## src/shared/pubkey_irq_map.svh

```systemverilog
// What this block does
// Enable bit 0 passes the job-done flag onto the interrupt request when 1 and masks it when 0.
// Enable bit 2 passes the memory-conflict flag onto the interrupt request when 1 and masks it when 0.
// Enable bit 3 passes the bad-address flag onto the interrupt request when 1 and masks it when 0.
// The enable register is a read-write word at offset 0x08 whose every bit clears to 0 on reset.
// Software writes the reserved enable bit positions only with zero.
// The job-done flag sets when the ready indication rises.
// Writing 1 to a status flag clears it, writing 0 does nothing, and software writes the bit back to 0.
// The memory-conflict flag sets on a bus access to the accelerator RAM while a job is running.
// The bad-address flag sets on a bus access to the accelerator RAM in an unmapped range.
// The interrupt request is high while any flag is set with its enable bit at 1, low otherwise.
`ifndef PUBKEY_IRQ_MAP_SVH
`define PUBKEY_IRQ_MAP_SVH

// ----------------------------------------
// Register offsets and reset values
// ----------------------------------------
`define PKI_OFF_STAT 12'h004
`define PKI_OFF_ENMASK 12'h008
`define PKI_ENMASK_RST 32'h0000_0000
`define PKI_EN_STORE_RST 3'b000
`define PKI_EN_USED_MASK 32'h0000_000d
`define PKI_STAT_RST 1'b0
`define PKI_READY_RST 1'b1
`define PKI_RDATA_RST 32'h0000_0000
`define PKI_WADDR_RST 12'h000
`define PKI_READYOUT_RST 1'b1
`define PKI_IRQ_RST 1'b0

// ----------------------------------------
// Field positions shared by status and enable
// ----------------------------------------
`define PKI_BIT_DONE 0
`define PKI_BIT_MEMCF 2
`define PKI_BIT_BADADR 3
`define PKI_NUM_SRC 3

// ----------------------------------------
// Bus encodings
// ----------------------------------------
`define PKI_HSIZE_WORD 3'h2
`define PKI_HRESP_OKAY 1'b0
`define PKI_HRESP_ERROR 1'b1

`endif

```

## src/shared/pubkey_irq_pkg.sv

```systemverilog
package pubkey_irq_pkg;

    // Bus access seen by the accelerator RAM, one-cycle pulse
    typedef struct packed {
        logic valid;
        logic unmapped;
    } ram_access_t;

    // Address phase of the register slave
    typedef struct packed {
        logic        sel;
        logic [1:0]  trans;
        logic        write;
        logic [2:0]  size;
        logic [11:0] addr;
        logic        ready;
    } ahb_req_t;

    // Slave answer
    typedef struct packed {
        logic [31:0] rdata;
        logic        readyout;
        logic        resp;
    } ahb_rsp_t;

    typedef enum logic [3:0] {
        BUS_IDLE = 4'b0001,
        BUS_WRITE = 4'b0010,
        BUS_ERR1 = 4'b0100,
        BUS_ERR2 = 4'b1000
    } bus_state_t;

endpackage

```

## src/verilog/irq_flag_cell.sv

```systemverilog
// ----------------------------------------
// Sticky event flag, set beats clear
// ----------------------------------------
module irq_flag_cell (
    input wire logic i_ref_clk,
    input wire logic i_nrst,
    input wire logic i_set,
    input wire logic i_clr,
    output logic o_flag
);
    `include "pubkey_irq_map.svh"

    logic flag_reg;
    logic flag_next;

    // An event in the clearing cycle must survive
    // write one clears
    always_comb begin
        flag_next = flag_reg;
        if (i_set) begin
            flag_next = 1'b1;
        end else if (i_clr) begin
            flag_next = 1'b0;
        end
    end

    always_ff @(posedge i_ref_clk or negedge i_nrst) begin
        if (!i_nrst) begin
            flag_reg <= `PKI_STAT_RST;
        end else begin
            flag_reg <= flag_next;
        end
    end

    assign o_flag = flag_reg;
endmodule

```

## src/verilog/pubkey_accel_irq_control.sv

```systemverilog
// ----------------------------------------
// Interrupt status, enable and request
// ----------------------------------------
module pubkey_accel_irq_control (
    input wire logic i_ref_clk,
    input wire logic i_nrst,
    input wire pubkey_irq_pkg::ahb_req_t i_ahb,
    input wire logic [31:0] i_hwdata,
    output pubkey_irq_pkg::ahb_rsp_t o_ahb,
    input wire logic i_job_ready,
    input wire pubkey_irq_pkg::ram_access_t i_ram_acc,
    output logic o_irq
);
    import pubkey_irq_pkg::*;
    `include "pubkey_irq_map.svh"

    localparam int unsigned SRC_BIT [`PKI_NUM_SRC] = '{
        `PKI_BIT_DONE, `PKI_BIT_MEMCF, `PKI_BIT_BADADR
    };

    bus_state_t state_reg;
    bus_state_t state_next;
    logic [11:0] waddr_reg;
    logic [11:0] waddr_next;
    logic [31:0] rdata_reg;
    logic [31:0] rdata_next;
    logic readyout_reg;
    logic readyout_next;
    logic resp_reg;
    logic resp_next;
    logic [`PKI_NUM_SRC-1:0] en_reg;
    logic [`PKI_NUM_SRC-1:0] en_next;
    logic ready_prev_reg;
    logic ready_prev_next;
    logic irq_reg;
    logic irq_next;
    logic [`PKI_NUM_SRC-1:0] src_set;
    logic [`PKI_NUM_SRC-1:0] src_clr;
    logic [`PKI_NUM_SRC-1:0] flags;
    logic acc;
    logic wr_stat;
    logic wr_mask;
    logic [31:0] stat_word;
    logic [31:0] mask_word;

    // ----------------------------------------
    // Bus slave
    // ----------------------------------------

    // Only word accesses are legal; other sizes get the two-cycle error
    always_comb begin
        acc = i_ahb.sel && i_ahb.trans[1] && i_ahb.ready;
        state_next = state_reg;
        waddr_next = waddr_reg;
        rdata_next = rdata_reg;
        readyout_next = 1'b1;
        resp_next = `PKI_HRESP_OKAY;
        case (state_reg)
            BUS_ERR1: begin
                state_next = BUS_ERR2;
                resp_next = `PKI_HRESP_ERROR;
            end
            BUS_IDLE, BUS_WRITE, BUS_ERR2: begin
                state_next = BUS_IDLE;
                if (acc && i_ahb.size != `PKI_HSIZE_WORD) begin
                    state_next = BUS_ERR1;
                    readyout_next = 1'b0;
                    resp_next = `PKI_HRESP_ERROR;
                end else if (acc && i_ahb.write) begin
                    state_next = BUS_WRITE;
                    waddr_next = i_ahb.addr;
                end else if (acc) begin
                    // Unmapped offsets read as zero
                    case (i_ahb.addr)
                        `PKI_OFF_STAT: rdata_next = stat_word;
                        `PKI_OFF_ENMASK: rdata_next = mask_word;
                        default: rdata_next = `PKI_RDATA_RST;
                    endcase
                end
            end
            default: begin
                state_next = BUS_IDLE;
            end
        endcase
    end

    // Write strobes fire in the data phase, when hwdata is valid
    assign wr_stat = (state_reg == BUS_WRITE) && (waddr_reg == `PKI_OFF_STAT);
    assign wr_mask = (state_reg == BUS_WRITE) && (waddr_reg == `PKI_OFF_ENMASK);

    always_ff @(posedge i_ref_clk or negedge i_nrst) begin
        if (!i_nrst) begin
            state_reg <= BUS_IDLE;
            waddr_reg <= `PKI_WADDR_RST;
            rdata_reg <= `PKI_RDATA_RST;
            readyout_reg <= `PKI_READYOUT_RST;
            resp_reg <= `PKI_HRESP_OKAY;
        end else begin
            state_reg <= state_next;
            waddr_reg <= waddr_next;
            rdata_reg <= rdata_next;
            readyout_reg <= readyout_next;
            resp_reg <= resp_next;
        end
    end

    assign o_ahb.rdata = rdata_reg;
    assign o_ahb.readyout = readyout_reg;
    assign o_ahb.resp = resp_reg;

    // ----------------------------------------
    // Event detection and flags
    // ----------------------------------------

    // Ready input comes from same-clock logic; history starts at its reset value
    always_comb begin
        ready_prev_next = i_job_ready;
        // ready rising edge
        src_set[0] = i_job_ready && !ready_prev_reg;
        // access while busy
        src_set[1] = i_ram_acc.valid && !i_job_ready;
        // unmapped RAM access
        src_set[2] = i_ram_acc.valid && i_ram_acc.unmapped;
    end

    always_ff @(posedge i_ref_clk or negedge i_nrst) begin
        if (!i_nrst) begin
            ready_prev_reg <= `PKI_READY_RST;
        end else begin
            ready_prev_reg <= ready_prev_next;
        end
    end

    // One flag cell and one enable bit per source
    genvar gi;
    generate
        for (gi = 0; gi < `PKI_NUM_SRC; gi++) begin : g_src
            // write one clears
            assign src_clr[gi] = wr_stat && i_hwdata[SRC_BIT[gi]];
            irq_flag_cell u_flag (
                .i_ref_clk(i_ref_clk),
                .i_nrst(i_nrst),
                .i_set(src_set[gi]),
                .i_clr(src_clr[gi]),
                .o_flag(flags[gi])
            );
        end
    endgenerate

    // ----------------------------------------
    // Enable register and request
    // ----------------------------------------

    // Reserved bits are not stored, so they read zero whatever is written
    always_comb begin
        en_next = en_reg;
        stat_word = `PKI_RDATA_RST;
        mask_word = `PKI_ENMASK_RST;
        for (int i = 0; i < `PKI_NUM_SRC; i++) begin
            // enable bit store
            if (wr_mask) begin
                en_next[i] = i_hwdata[SRC_BIT[i]];
            end
            stat_word[SRC_BIT[i]] = flags[i];
            mask_word[SRC_BIT[i]] = en_reg[i];
        end
        // level request
        irq_next = |(flags & en_reg);
    end

    // enables clear on reset
    always_ff @(posedge i_ref_clk or negedge i_nrst) begin
        if (!i_nrst) begin
            en_reg <= `PKI_EN_STORE_RST;
            irq_reg <= `PKI_IRQ_RST;
        end else begin
            en_reg <= en_next;
            irq_reg <= irq_next;
        end
    end

    assign o_irq = irq_reg;

    // ----------------------------------------
    // Checks
    // ----------------------------------------
    property p_done_gate;
        @(posedge i_ref_clk) disable iff (!i_nrst)
        flags[0] && en_reg[0] |=> o_irq;
    endproperty
    a_done_gate: assert property (p_done_gate) else $error("done flag not passed");

    property p_memcf_gate;
        @(posedge i_ref_clk) disable iff (!i_nrst)
        flags[1] && en_reg[1] |=> o_irq;
    endproperty
    a_memcf_gate: assert property (p_memcf_gate) else $error("conflict not passed");

    property p_badadr_gate;
        @(posedge i_ref_clk) disable iff (!i_nrst)
        flags[2] && en_reg[2] |=> o_irq;
    endproperty
    a_badadr_gate: assert property (p_badadr_gate) else $error("bad addr not passed");

    // Reserved bits must read back zero whatever was written
    property p_mask_write;
        @(posedge i_ref_clk) disable iff (!i_nrst)
        wr_mask |=> mask_word == ($past(i_hwdata) & `PKI_EN_USED_MASK);
    endproperty
    a_mask_write: assert property (p_mask_write) else $error("enable write lost");

    property p_ready_rise;
        @(posedge i_ref_clk) disable iff (!i_nrst)
        $rose(i_job_ready) |-> ##1 flags[0];
    endproperty
    a_ready_rise: assert property (p_ready_rise) else $error("done flag not set");

    property p_clear;
        @(posedge i_ref_clk) disable iff (!i_nrst)
        src_clr[0] && !src_set[0] |=> !flags[0] && stat_word[`PKI_BIT_DONE] == 1'b0;
    endproperty
    a_clear: assert property (p_clear) else $error("flag not cleared");

    // Request follows the enable that stood while the flag was first seen
    property p_conflict;
        @(posedge i_ref_clk) disable iff (!i_nrst)
        i_ram_acc.valid && !i_job_ready |=> flags[1] ##1 (o_irq || !$past(en_reg[1]));
    endproperty
    a_conflict: assert property (p_conflict) else $error("conflict not flagged");

    property p_badadr;
        @(posedge i_ref_clk) disable iff (!i_nrst)
        i_ram_acc.valid && i_ram_acc.unmapped |=> flags[2];
    endproperty
    a_badadr: assert property (p_badadr) else $error("bad addr not flagged");

    property p_irq_low;
        @(posedge i_ref_clk) disable iff (!i_nrst)
        !(|(flags & en_reg)) |=> !o_irq;
    endproperty
    a_irq_low: assert property (p_irq_low) else $error("request without cause");
endmodule

```

## config.mk

```make
export PLATFORM = sky130hd
export DESIGN_NAME = pubkey_accel_irq_control
export DESIGN_NICKNAME = d
export VERILOG_FILES = /design/src/shared/pubkey_irq_pkg.sv /design/src/verilog/irq_flag_cell.sv /design/src/verilog/pubkey_accel_irq_control.sv
export VERILOG_INCLUDE_DIRS = /design/src /design/src/shared
export SDC_FILE = /design/constraint.sdc
export NUM_CORES = 1
export LEC_CHECK = 0
export BUFFER_PORTS_ARGS = -buffer_cell sky130_fd_sc_hd__buf_2
export CAP_MARGIN = 20
export CORE_MARGIN = 3
export CORE_UTILIZATION = 35
export CTS_BUF_LIST = sky130_fd_sc_hd__clkbuf_4 sky130_fd_sc_hd__clkbuf_8 sky130_fd_sc_hd__clkbuf_16
export DETAILED_ROUTE_END_ITERATION = 6
export GPL_TIMING_DRIVEN = 0
export PLACE_DENSITY = 0.66
export SLEW_MARGIN = 30
export SYNTH_ARGS = -nofsm -noshare
export SYNTH_HDL_FRONTEND = slang
export SYNTH_HIERARCHICAL = 1
export SYNTH_SLANG_ARGS = --single-unit
```

## constraint.sdc

```tcl
create_clock -name i_ref_clk -period 2.8 [get_ports i_ref_clk]
set_input_delay 0.56 -clock i_ref_clk [delete_from_list [all_inputs] [get_ports i_ref_clk]]
set_output_delay 0.56 -clock i_ref_clk [all_outputs]
set_load 0.005 [all_outputs]
```

==> results of run 1 <==
## cells in the mapped netlist, drive strengths merged (2+ instances only)
library cell,n,area [µm²]
nor2b,2,12.51
a21o,3,22.52
mux2i,3,30.03
nor2,4,15.01
and3b,6,52.55
nor4b,5,43.79
buf,32,244.0
inv,12,45.04
dfstp,3,78.83
dfrtp,26,650.6
mux2,15,202.7
o2111ai,5,61.31
nor4,4,25.02
## where the power goes
group          total [mW]  internal [mW]  leakage (nW)  switching [mW]
Combinational       0.147         0.0882         0.697          0.0589
Sequential          0.475          0.454         0.361          0.0206
Clock               0.451          0.299        0.0619           0.151
## path summary, 6_finish.rpt
check	slack, ns	end	cells after the start
min in group i_ref_clk	0.39	ready_prev_reg$_DFF_PN1_	1
worst max-delay path	1.10	en_reg[2]$_DFFE_PN0P_	3
max in group asynchronous	2.10	state_reg[1]$_DFF_PN0_	1
worst min register to register	0.51	waddr_reg[11]$_DFFE_PN0P_	1
worst max register to register	1.10	en_reg[2]$_DFFE_PN0P_	3
worst min-delay path	0.29	g_src[1].u_flag/o_flag$_DFFE_PN0P_	1
## cell type report
type / instances / share of cell area, %
Sequential cell: 29 / 35.40
Multi-Input combinational cell: 89 / 33.82
Buffer: 32 / 11.84
Timing Repair Buffer: 32 / 7.772
Clock buffer: 7 / 4.372
Tap cell: 52 / 3.157
Inverter: 12 / 2.186
Clock inverter: 1 / 1.457
## critical path, stage by stage (launching register included)
cell and delay, ns:
dfrtp_1 0.49, nor4b_1 0.37, and4_1 0.36, mux2_2 0.36
## kinds of logic (layout without fill, tap and decap cells)
group                     Yosys count  count (layout)  synth area share (%)
AOI/OAI and AO/OA                  13              13                 8.159
xor gates and xnor gates            1               1                 1.010
buffers and inverters              44              84                 17.95
DFF                                29              29                 45.30
muxes                              18              18                 14.45
other                               1              29                0.2329
and+or+nand+nor                    28              28                 12.90
## layer usage
| layer | vias to the layer above | global-route usage [%] |
|---|---|---|
| li1 | 546 | - |
| met1 | 469 | 15.33 |
| met5 | - | 0 |
| met2 | 42 | 17.81 |
| met3 | 4 | 4.378 |
| met4 | 0 | 4.829 |
==> summary.md, run 1 <==
| Metric | Value |
|---|---|
| Async SR Flop Fraction | `100.0%` |
| Ant. Diodes | `0` |
| Setup Buffers After CTS | `0` |
| Most common cell after layout, fill and taps aside | `buf_2` |
| Fillers | `411` |
| Final worst-path cycle share | `60.57%` |
| Max-slew violations | `0` |
| GPL Wtd Cong | `0.7407` |
| DR WL met3 | `289 µm` |
| Fin Hold WS | `0.2937 ns` |
| Synthesized flop and latch total | `29` |
| Area of the multi-input gates | `696.9 µm²` |
| Sequential fraction of the synthesis area | `45.30%` |
| Top routing layer used | `met4` |
| H-tree depth | `2` |
| Post-Syn Instances | `134` |
| Setup Crit Path Kind | `flip-flop to flip-flop` |
| Status | `complete, no violations` |
| Setup tns final | `0 ns` |
| Number of gates resized after CTS | `0` |
| Worst reg2reg path startpoint | `state_reg[1]$_DFF_PN0_` |
| Register Area | `729.5 µm²` |
| Tmin final | `1.696 ns` |
| Clock Latency Late Sink | `0.28 ns` |
| Number of synthesized flops with an enable pin | `0` |
| Ys Warns | `6` |
| Clock transition at path regs | `0.06 ns` |
| Clk_skew | `0.004142 ns` |
| Total CTS buffers | `5` |
| DIE AREA | `5451 µm²` |
| Final WS setup | `1.104 ns` |
| Core ar. | `4384 µm²` |
| Gr ovfl total | `0` |
| I/O Buffers | `32` |
| Max reg flops | `12` |
| WL met1 | `1.222 mm` |
| Pre-CTS setup slack | `1.013 ns` |
| Wire per inst | `11.37 µm` |
| Max_slew headroom | `58.59%` |
| Placement Rows | `24` |
| Post-route cell area | `2061 µm²` |
| Die height | `73.83 µm` |
| Unique cell type count in the Yosys netlist | `30` |
| DR vias/cell | `4.177` |
| Hold Fails Final Rpt | `0` |
| Most frequent cells in the layout | `buf_2, buf_4, conb_1` |
| Vias | `1061` |
| Synth Flop Type | `dfrtp_1` |
| Power per cell area | `520.4 nW/µm²` |
| Dpl cells | `246` |
| Layout Nets | `258` |
| # Max-Cap Violations | `0` |
| Non-Filler Instances | `254` |
| Met2 wire len | `1.347 mm` |
| Final core occ | `47.00%` |
| First-pass GRT wire length | `4.733 mm` |
| CTS root buffer | `clkbuf_8` |
| Worst slew pin tran | `0.6211 ns` |
| Initial Util | `36.73%` |
| P&R area growth vs syn | `27.97%` |
| Setup crit end kind | `flip-flop` |
| Critical Path Fanout Max | `7` |
| CTS tree | `built` |
| VDD IR-drop max | `0.2729 mV` |
| Routed Antenna Nets | `0` |
| Syn avg cell area | `12.02 µm²` |
| Tot Pwr | `1.072 mW` |
| Iter 0 DRT Violations | `41` |
| Min-Delay Path Class | `input pin to asynchronous set/reset pin` |
| Critical path arrival | `1.86 ns` |
| Initial antenna violation count | `0` |
| Final setup vio count | `0` |
| Area after DPL | `1941 µm²` |
| Pre-Repair DR Iteration Count | `4` |
| Vias in the first global route | `1008` |
| Gr usage total | `11.85%` |
| Largest net degree at the start of global routing | `30` |
| CTS max path bufs | `2` |
| WP data required | `2.96 ns` |
| Fraction of layout cells with a size suffix above 1 | `47.52%` |
| IO Pins | `92` |
| Post-route DRC | `0` |
| Crit start category | `flip-flop` |
| Die width | `73.83 µm` |
| Detailed placer's ending HPWL | `2.346 mm` |
| RSZ-0062 raised after global routing | `no` |
| Fmax | `589.7 MHz` |
| Pleak | `1.119 nW` |
| # hold bufs at CTS | `0` |
| Critical Path Start | `state_reg[1]$_DFF_PN0_` |
| Total clock sinks | `29` |
| Final wirelength | `2.887 mm` |
| Cell Area, Synth | `1610 µm²` |
No activity file was read; power rests on OpenSTA's default activity.
==> run 2: changes to the inputs <==
--- a/config.mk
+++ b/config.mk
@@ -13,7 +13,7 @@
 export CTS_BUF_LIST = sky130_fd_sc_hd__clkbuf_4 sky130_fd_sc_hd__clkbuf_8 sky130_fd_sc_hd__clkbuf_16
 export DETAILED_ROUTE_END_ITERATION = 6
 export GPL_TIMING_DRIVEN = 0
-export PLACE_DENSITY = 0.66
+export PLACE_DENSITY = 0.69
 export SLEW_MARGIN = 30
 export SYNTH_ARGS = -nofsm -noshare
 export SYNTH_HDL_FRONTEND = slang
==> constraint.sdc (replaced) <==
create_clock -name i_ref_clk -period 1.4 [get_ports i_ref_clk]
set_input_delay 0.28 -clock i_ref_clk [delete_from_list [all_inputs] [get_ports i_ref_clk]]
set_output_delay 0.28 -clock i_ref_clk [all_outputs]
set_load 0.005 [all_outputs]
==> summary.md, run 2 (synthesized netlist as in run 1, its figures left out) <==
| Metric | Value |
|---|---|
| Critical path arrival | `1.78 ns (-0.08 ns)` |
| Worst R2R Setup Slack | `-0.23 ns (-1.33 ns)` |
| CTS max path bufs | `2 (unchanged)` |
| Clock transition at path regs | `0.06 ns (about the same)` |
| Reg2reg path depth | `4 (+1)` |
| Layout Nets | `264 (+2.3%)` |
| DR WL met3 | `335 µm (+16%)` |
| H-tree depth | `2 (unchanged)` |
| IO Pins | `92 (unchanged)` |
| Most frequent cells in the layout | `buf_4, buf_2, conb_1` |
| Switching part of the total | `23.74% (+2.2 points)` |
| Clk network pwr share | `36.6% (-5.4 points)` |
| DIE AREA | `5451 µm² (unchanged)` |
| Failing checks | `negative setup slack` |
| Sequential power share | `47.3% (+3.0 points)` |
| Pleak | `1.164 nW (+4.0%)` |
| Final core occ | `49.80% (+2.8 points)` |
| P&R area growth vs syn | `35.59%` |
| Max reg flops | `12 (unchanged)` |
| Clk_skew | `0.007065 ns (+0.002924 ns)` |
| Hold Fails Final Rpt | `0 (unchanged)` |
| Final worst-path cycle share | `116.2% (+56 points)` |
| Fraction of layout cells with a size suffix above 1 | `53.37% (+5.8 points)` |
| Tmin final | `1.627 ns (-0.06833 ns)` |
| Largest net degree at the start of global routing | `30 (unchanged)` |
| Vias in the first global route | `989 (-1.9%)` |
| # Max-Cap Violations | `0 (unchanged)` |
| Total CTS buffers | `5 (unchanged)` |
| VDD IR-drop max | `0.6653 mV (+140%)` |
| Max_slew headroom | `53.99% (-4.6 points)` |
| Total clock sinks | `29 (unchanged)` |
| Status | `finished with violations` |
| Placement Rows | `24 (unchanged)` |
| Most common cell after layout, fill and taps aside | `buf_4` |
| First-pass GRT wire length | `4.912 mm (+3.8%)` |
| Top routing layer used | `met4` |
| CP bufs+invs | `1 (+1)` |
| RSZ-0062 raised after global routing | `yes` |
| Ant. Diodes | `0 (unchanged)` |
| Initial antenna violation count | `0 (unchanged)` |
| Worst path max stage delay | `0.61 ns (+0.12 ns)` |
| Critical Path Fanout Max | `5 (-2)` |
| Delay-heaviest family, CP | `flip-flops` |
| Die width | `73.83 µm (unchanged)` |
| FF-to-FF End | `waddr_reg[10]$_DFFE_PN0P_` |
| Gr ovfl total | `0 (unchanged)` |
| Pre-Repair DR Iteration Count | `4 (unchanged)` |
| Switching pwr | `481.0 µW (+110%)` |
| Max-slew violations | `0 (unchanged)` |
| WP data required | `1.56 ns (-1.40 ns)` |
| WL met1 | `1.437 mm (+18%)` |
| Final wirelength | `3.206 mm (+11%)` |
| # hold bufs at CTS | `0 (unchanged)` |
| Routed Antenna Nets | `0 (unchanged)` |
| Final WS setup | `-0.2275 ns (-1.332 ns)` |
| Worst slew pin tran | `0.6839 ns (+0.06272 ns)` |
| Power per cell area | `928.0 nW/µm² (+78%)` |
| Crit start category | `flip-flop` |
| Final setup vio count | `22 (+22)` |
| Critical Path Start | `state_reg[0]$_DFF_PN1_` |
| Post-route DRC | `0 (unchanged)` |
| Crit-path cells | `xor2_4, o2111ai_4, clkbuf_16, mux2_4` |
| Gr usage total | `12.42% (+0.57 points)` |
| CTS tree | `built` |
| Pre-CTS setup slack | `-0.3354 ns (-1.349 ns)` |
| Gate power share | `16.0% (+2.3 points)` |
| DR vias/cell | `4.423 (+5.9%)` |
| Clock Latency Late Sink | `0.28 ns (about the same)` |
| Setup crit end kind | `flip-flop` |
| Worst reg2reg path startpoint | `state_reg[0]$_DFF_PN1_` |
| Initial Util | `36.73% (unchanged)` |
| GPL Wtd Cong | `0.7672 (+3.6%)` |
| I/O Buffers | `32 (unchanged)` |
| Fillers | `400 (-2.7%)` |
| Vias | `1150 (+8.4%)` |
| Non-Filler Instances | `260 (+2.4%)` |
| Tot Pwr | `2.026 mW (+89%)` |
| Int Pwr | `1.545 mW (+84%)` |
| Die height | `73.83 µm (unchanged)` |
| Detailed placer's ending HPWL | `2.345 mm (about the same)` |
| Iter 0 DRT Violations | `34 (-17%)` |
| Critical-path top delay cell | `dfstp_2` |
| Setup Crit Path Kind | `flip-flop to flip-flop` |
| Dpl cells | `246 (unchanged)` |
| Post-route cell area | `2183 µm² (+5.9%)` |
| Fmax | `614.4 MHz (+4.2%)` |
| CTS root buffer | `clkbuf_8` |
| Wire per inst | `12.33 µm (+8.5%)` |
| Min-Delay Path Class | `input pin to asynchronous set/reset pin` |
| Core ar. | `4384 µm² (unchanged)` |
| Met2 wire len | `1.406 mm (+4.4%)` |
| Area after DPL | `1941 µm² (unchanged)` |
## run 2: changes by cell type in the layout (fill, tap and decap cells not counted), moves of 2 or more
| cell | previous run | this run |
|---|---|---|
| nor4_1 | 4 | 2 |
| dfrtp_1 | 26 | 24 |
| mux2_2 | 6 | 1 |
| nor4_2 | 0 | 2 |
| buf_4 | 31 | 34 |
| dfrtp_2 | 0 | 2 |
| mux2_4 | 9 | 14 |
## run 2: metal layers
metal | GRT usage [%] | vias to the layer above
met5 | 0 | -
met1 | 16.70 | 527
met3 | 5.472 | 4
met2 | 18.01 | 60
li1 | - | 559
met4 | 3.622 | 0
## run 2: through the flow
| stage | hold slack [ns] | setup TNS [ns] |
|---|---|---|
| final | 0.01836 | -3.657 |
| after global routing | 0.05454 | -5.011 |
| after CTS | 0.03790 | -2.983 |
| after detailed placement | 0.3407 | -4.334 |
| after global placement | 0.3312 | -3.819 |
| after floorplan | -0.01559 | -1.525 |
## run 2: power by group through the flow
stage / clock [mW] / sequential [mW] / combinational (mW)
finish: 0.742 / 0.959 / 0.325
global route: 0.806 / 0.969 / 0.358
CTS: 0.764 / 0.958 / 0.311
detailed placement: 0 / 0.963 / 0.297
global placement: 0 / 0.962 / 0.290
floorplan: 0 / 0.955 / 0.196
## run 2: worst max path at each step
| stage | depth (start not counted) | slack, ns | end |
|---|---|---|---|
| global placement | 3 | -0.30 | en_reg[1]$_DFFE_PN0P_ |
| floorplan | 4 | -0.14 | waddr_reg[10]$_DFFE_PN0P_ |
| detailed placement | 3 | -0.34 | en_reg[1]$_DFFE_PN0P_ |
| global route | 4 | -0.28 | waddr_reg[9]$_DFFE_PN0P_ |
| finish | 4 | -0.23 | waddr_reg[10]$_DFFE_PN0P_ |
| CTS | 4 | -0.22 | waddr_reg[8]$_DFFE_PN0P_ |
## run 2: timing repair
item                       4_1_cts  5_1_grt
cloned                           0        1
setup buffers                    3        2
pin swaps                        6        3
gates resized for setup         14        6
setup endpoints to repair       21       25
## run 2: area by class of cell
class | instances | area (µm²) | area share [%]
Inverter | 12 | 45.04 | 2.063
Clock buffer | 8 | 97.59 | 4.470
Sequential cell | 29 | 732.0 | 33.52
Multi-Input combinational cell | 89 | 765.7 | 35.07
Timing Repair Buffer | 38 | 230.2 | 10.54
Tap cell | 52 | 65.06 | 2.980
Buffer | 32 | 247.7 | 11.35
==> run 3: changes to the inputs <==
--- a/config.mk
+++ b/config.mk
@@ -9,11 +9,11 @@
 export BUFFER_PORTS_ARGS = -buffer_cell sky130_fd_sc_hd__buf_2
 export CAP_MARGIN = 20
 export CORE_MARGIN = 3
-export CORE_UTILIZATION = 35
+export CORE_UTILIZATION = 39
 export CTS_BUF_LIST = sky130_fd_sc_hd__clkbuf_4 sky130_fd_sc_hd__clkbuf_8 sky130_fd_sc_hd__clkbuf_16
 export DETAILED_ROUTE_END_ITERATION = 6
 export GPL_TIMING_DRIVEN = 0
-export PLACE_DENSITY = 0.69
+export PLACE_DENSITY = 0.75
 export SLEW_MARGIN = 30
 export SYNTH_ARGS = -nofsm -noshare
 export SYNTH_HDL_FRONTEND = slang
==> summary.md, run 3 (synthesized netlist as in run 1, its figures left out) <==
| Metric | Value |
|---|---|
| Reg2reg path depth | `4 (unchanged)` |
| # hold bufs at CTS | `0 (unchanged)` |
| Worst slew pin tran | `0.6615 ns (-0.02239 ns)` |
| Final WS setup | `-0.2135 ns (+0.01402 ns)` |
| First-pass GRT wire length | `4.905 mm (-0.14%)` |
| Max reg flops | `12 (unchanged)` |
| Tmin final | `1.613 ns (-0.01402 ns)` |
| Status | `finished with violations` |
| Met3 usage | `5.036% (-0.44 points)` |
| Gr usage total | `12.98% (+0.56 points)` |
| Max-slew violations | `0 (unchanged)` |
| Crit start category | `flip-flop` |
| DIE AREA | `4936 µm² (-9.4%)` |
| Wire per inst | `12.18 µm (-1.2%)` |
| Vias | `1133 (-1.5%)` |
| Die height | `70.26 µm (-4.8%)` |
| Vias in the first global route | `1082 (+9.4%)` |
| Worst path max stage delay | `0.63 ns (+0.02 ns)` |
| Met1 Use GR | `14.87% (-1.8 points)` |
| P&R area growth vs syn | `30.77%` |
| CTS tree | `built` |
| Final core occ | `55.04% (+5.2 points)` |
| Crit-path cells | `xor2_4, o2111ai_4, buf_8, mux2_4` |
| Clk_skew | `0.002882 ns (-0.004183 ns)` |
| Failing checks | `negative setup slack` |
| CP bufs+invs | `1 (unchanged)` |
| Critical path arrival | `1.78 ns (about the same)` |
| Setup crit end kind | `flip-flop` |
| Pleak | `1.129 nW (-3.0%)` |
| Fraction of layout cells with a size suffix above 1 | `52.68% (-0.68 points)` |
| Pre-CTS setup slack | `-0.2789 ns (+0.05656 ns)` |
| Worst reg2reg path startpoint | `state_reg[0]$_DFF_PN1_` |
| Critical-path top delay cell | `dfstp_2` |
| Total CTS buffers | `5 (unchanged)` |
| Fmax | `619.8 MHz (+0.87%)` |
| Iter 0 DRT Violations | `38 (+12%)` |
| CTS max path bufs | `2 (unchanged)` |
| Final worst-path cycle share | `115.2% (-1.0 points)` |
| Initial antenna violation count | `0 (unchanged)` |
| Placement Rows | `22 (-8.3%)` |
| IO Pins | `92 (unchanged)` |
| Most common cell after layout, fill and taps aside | `buf_4` |
| Final setup vio count | `21 (-4.5%)` |
| Initial Util | `42.09% (+5.4 points)` |
| H-tree depth | `2 (unchanged)` |
| Worst R2R Setup Slack | `-0.21 ns (about the same)` |
| WP data required | `1.57 ns (about the same)` |
| Clock transition at path regs | `0.06 ns (about the same)` |
| Power per cell area | `930.0 nW/µm² (+0.22%)` |
| DR vias/cell | `4.478 (+1.2%)` |
| Largest net degree at the start of global routing | `30 (unchanged)` |
| Ant. Diodes | `0 (unchanged)` |
| VDD IR-drop max | `0.5706 mV (-14%)` |
| GPL Wtd Cong | `0.7558 (-1.5%)` |
| Dpl cells | `242 (-1.6%)` |
| Detailed placer's ending HPWL | `2.281 mm (-2.8%)` |
| Delay-heaviest family, CP | `flip-flops` |
| Setup Crit Path Kind | `flip-flop to flip-flop` |
| Tot Pwr | `1.958 mW (-3.3%)` |
| Layout Nets | `261 (-1.1%)` |
| Total clock sinks | `29 (unchanged)` |
| Met2 capacity usage during global routing | `21.62% (+3.6 points)` |
| Hold Fails Final Rpt | `0 (unchanged)` |
| # Max-Cap Violations | `0 (unchanged)` |
| CTS root buffer | `clkbuf_8` |
| Non-Filler Instances | `253 (-2.7%)` |
| Routed Antenna Nets | `0 (unchanged)` |
| Core ar. | `3826 µm² (-13%)` |
| Die width | `70.26 µm (-4.8%)` |
| Min-Delay Path Class | `input pin to asynchronous set/reset pin` |
| Gr ovfl total | `0 (unchanged)` |
| Pre-Repair DR Iteration Count | `4 (unchanged)` |
| Final wirelength | `3.082 mm (-3.9%)` |
| Clock Latency Late Sink | `0.28 ns (about the same)` |
| FF-to-FF End | `waddr_reg[8]$_DFFE_PN0P_` |
| Critical Path Start | `state_reg[0]$_DFF_PN1_` |
| Post-route DRC | `0 (unchanged)` |
| I/O Buffers | `32 (unchanged)` |
| Max_slew headroom | `55.50% (+1.5 points)` |
| Critical Path Fanout Max | `10 (+5)` |
| Most Crowded Layer GR | `met2` |
| RSZ-0062 raised after global routing | `yes` |
| Most frequent cells in the layout | `buf_4, buf_2, conb_1` |
==> run 3: cell type report <==
class,count,area [µm²]
plain buffers,32,247.7
well taps,48,60.06
multi-input cells,89,752.0
flip-flops and latches,29,732.0
clock buffers,6,76.32
repair buffers,35,182.7
inverters,12,45.04
clock inverters,2,10.01
fillers,344,1720
==> run 3: through the flow <==
| stage | TNS [ns] | area, µm² | hold slack (ns) |
|---|---|---|---|
| global placement | -3.703 | 1936 | 0.3242 |
| floorplan | -1.525 | 1715 | -0.01559 |
| detailed placement | -3.951 | 1936 | 0.3294 |
| finish | -3.477 | 2106 | 0.005864 |
| global route | -4.676 | 2106 | 0.05112 |
| CTS | -3.228 | 2091 | 0.02269 |
==> run 3: worst max path at each step <==
stage	to	slack (ns)	cells after the start
2_1_floorplan	waddr_reg[10]$_DFFE_PN0P_	-0.14	4
3_3_place_gp	en_reg[1]$_DFFE_PN0P_	-0.30	3
3_5_place_dp	en_reg[2]$_DFFE_PN0P_	-0.28	3
4_1_cts	waddr_reg[8]$_DFFE_PN0P_	-0.21	4
5_1_grt	waddr_reg[5]$_DFFE_PN0P_	-0.27	4
6_report	waddr_reg[8]$_DFFE_PN0P_	-0.21	4
==> run 3: routing by layer <==
layer	vias to the layer above	part of all wire [%]
met5	-	0
li1	553	-
met2	44	50
met3	5	7.5
met4	0	1.7
met1	531	41
==> run 3: power breakdown <==
| part | switching, mW | total [mW] | internal, mW | leakage (nW) |
|---|---|---|---|---|
| sequential | 0.0589 | 0.967 | 0.909 | 0.358 |
| combinational | 0.126 | 0.320 | 0.194 | 0.723 |
| clock | 0.309 | 0.671 | 0.362 | 0.0484 |
| total | 0.493 | 1.96 | 1.47 | 1.13 |
==> run 3: repair_timing <==
item / in CTS / in global routing
endpoints found under the setup margin: 21 / 24
buffers inserted: 3 / 0
resized for setup: 11 / 2
pin swaps: 3 / 1
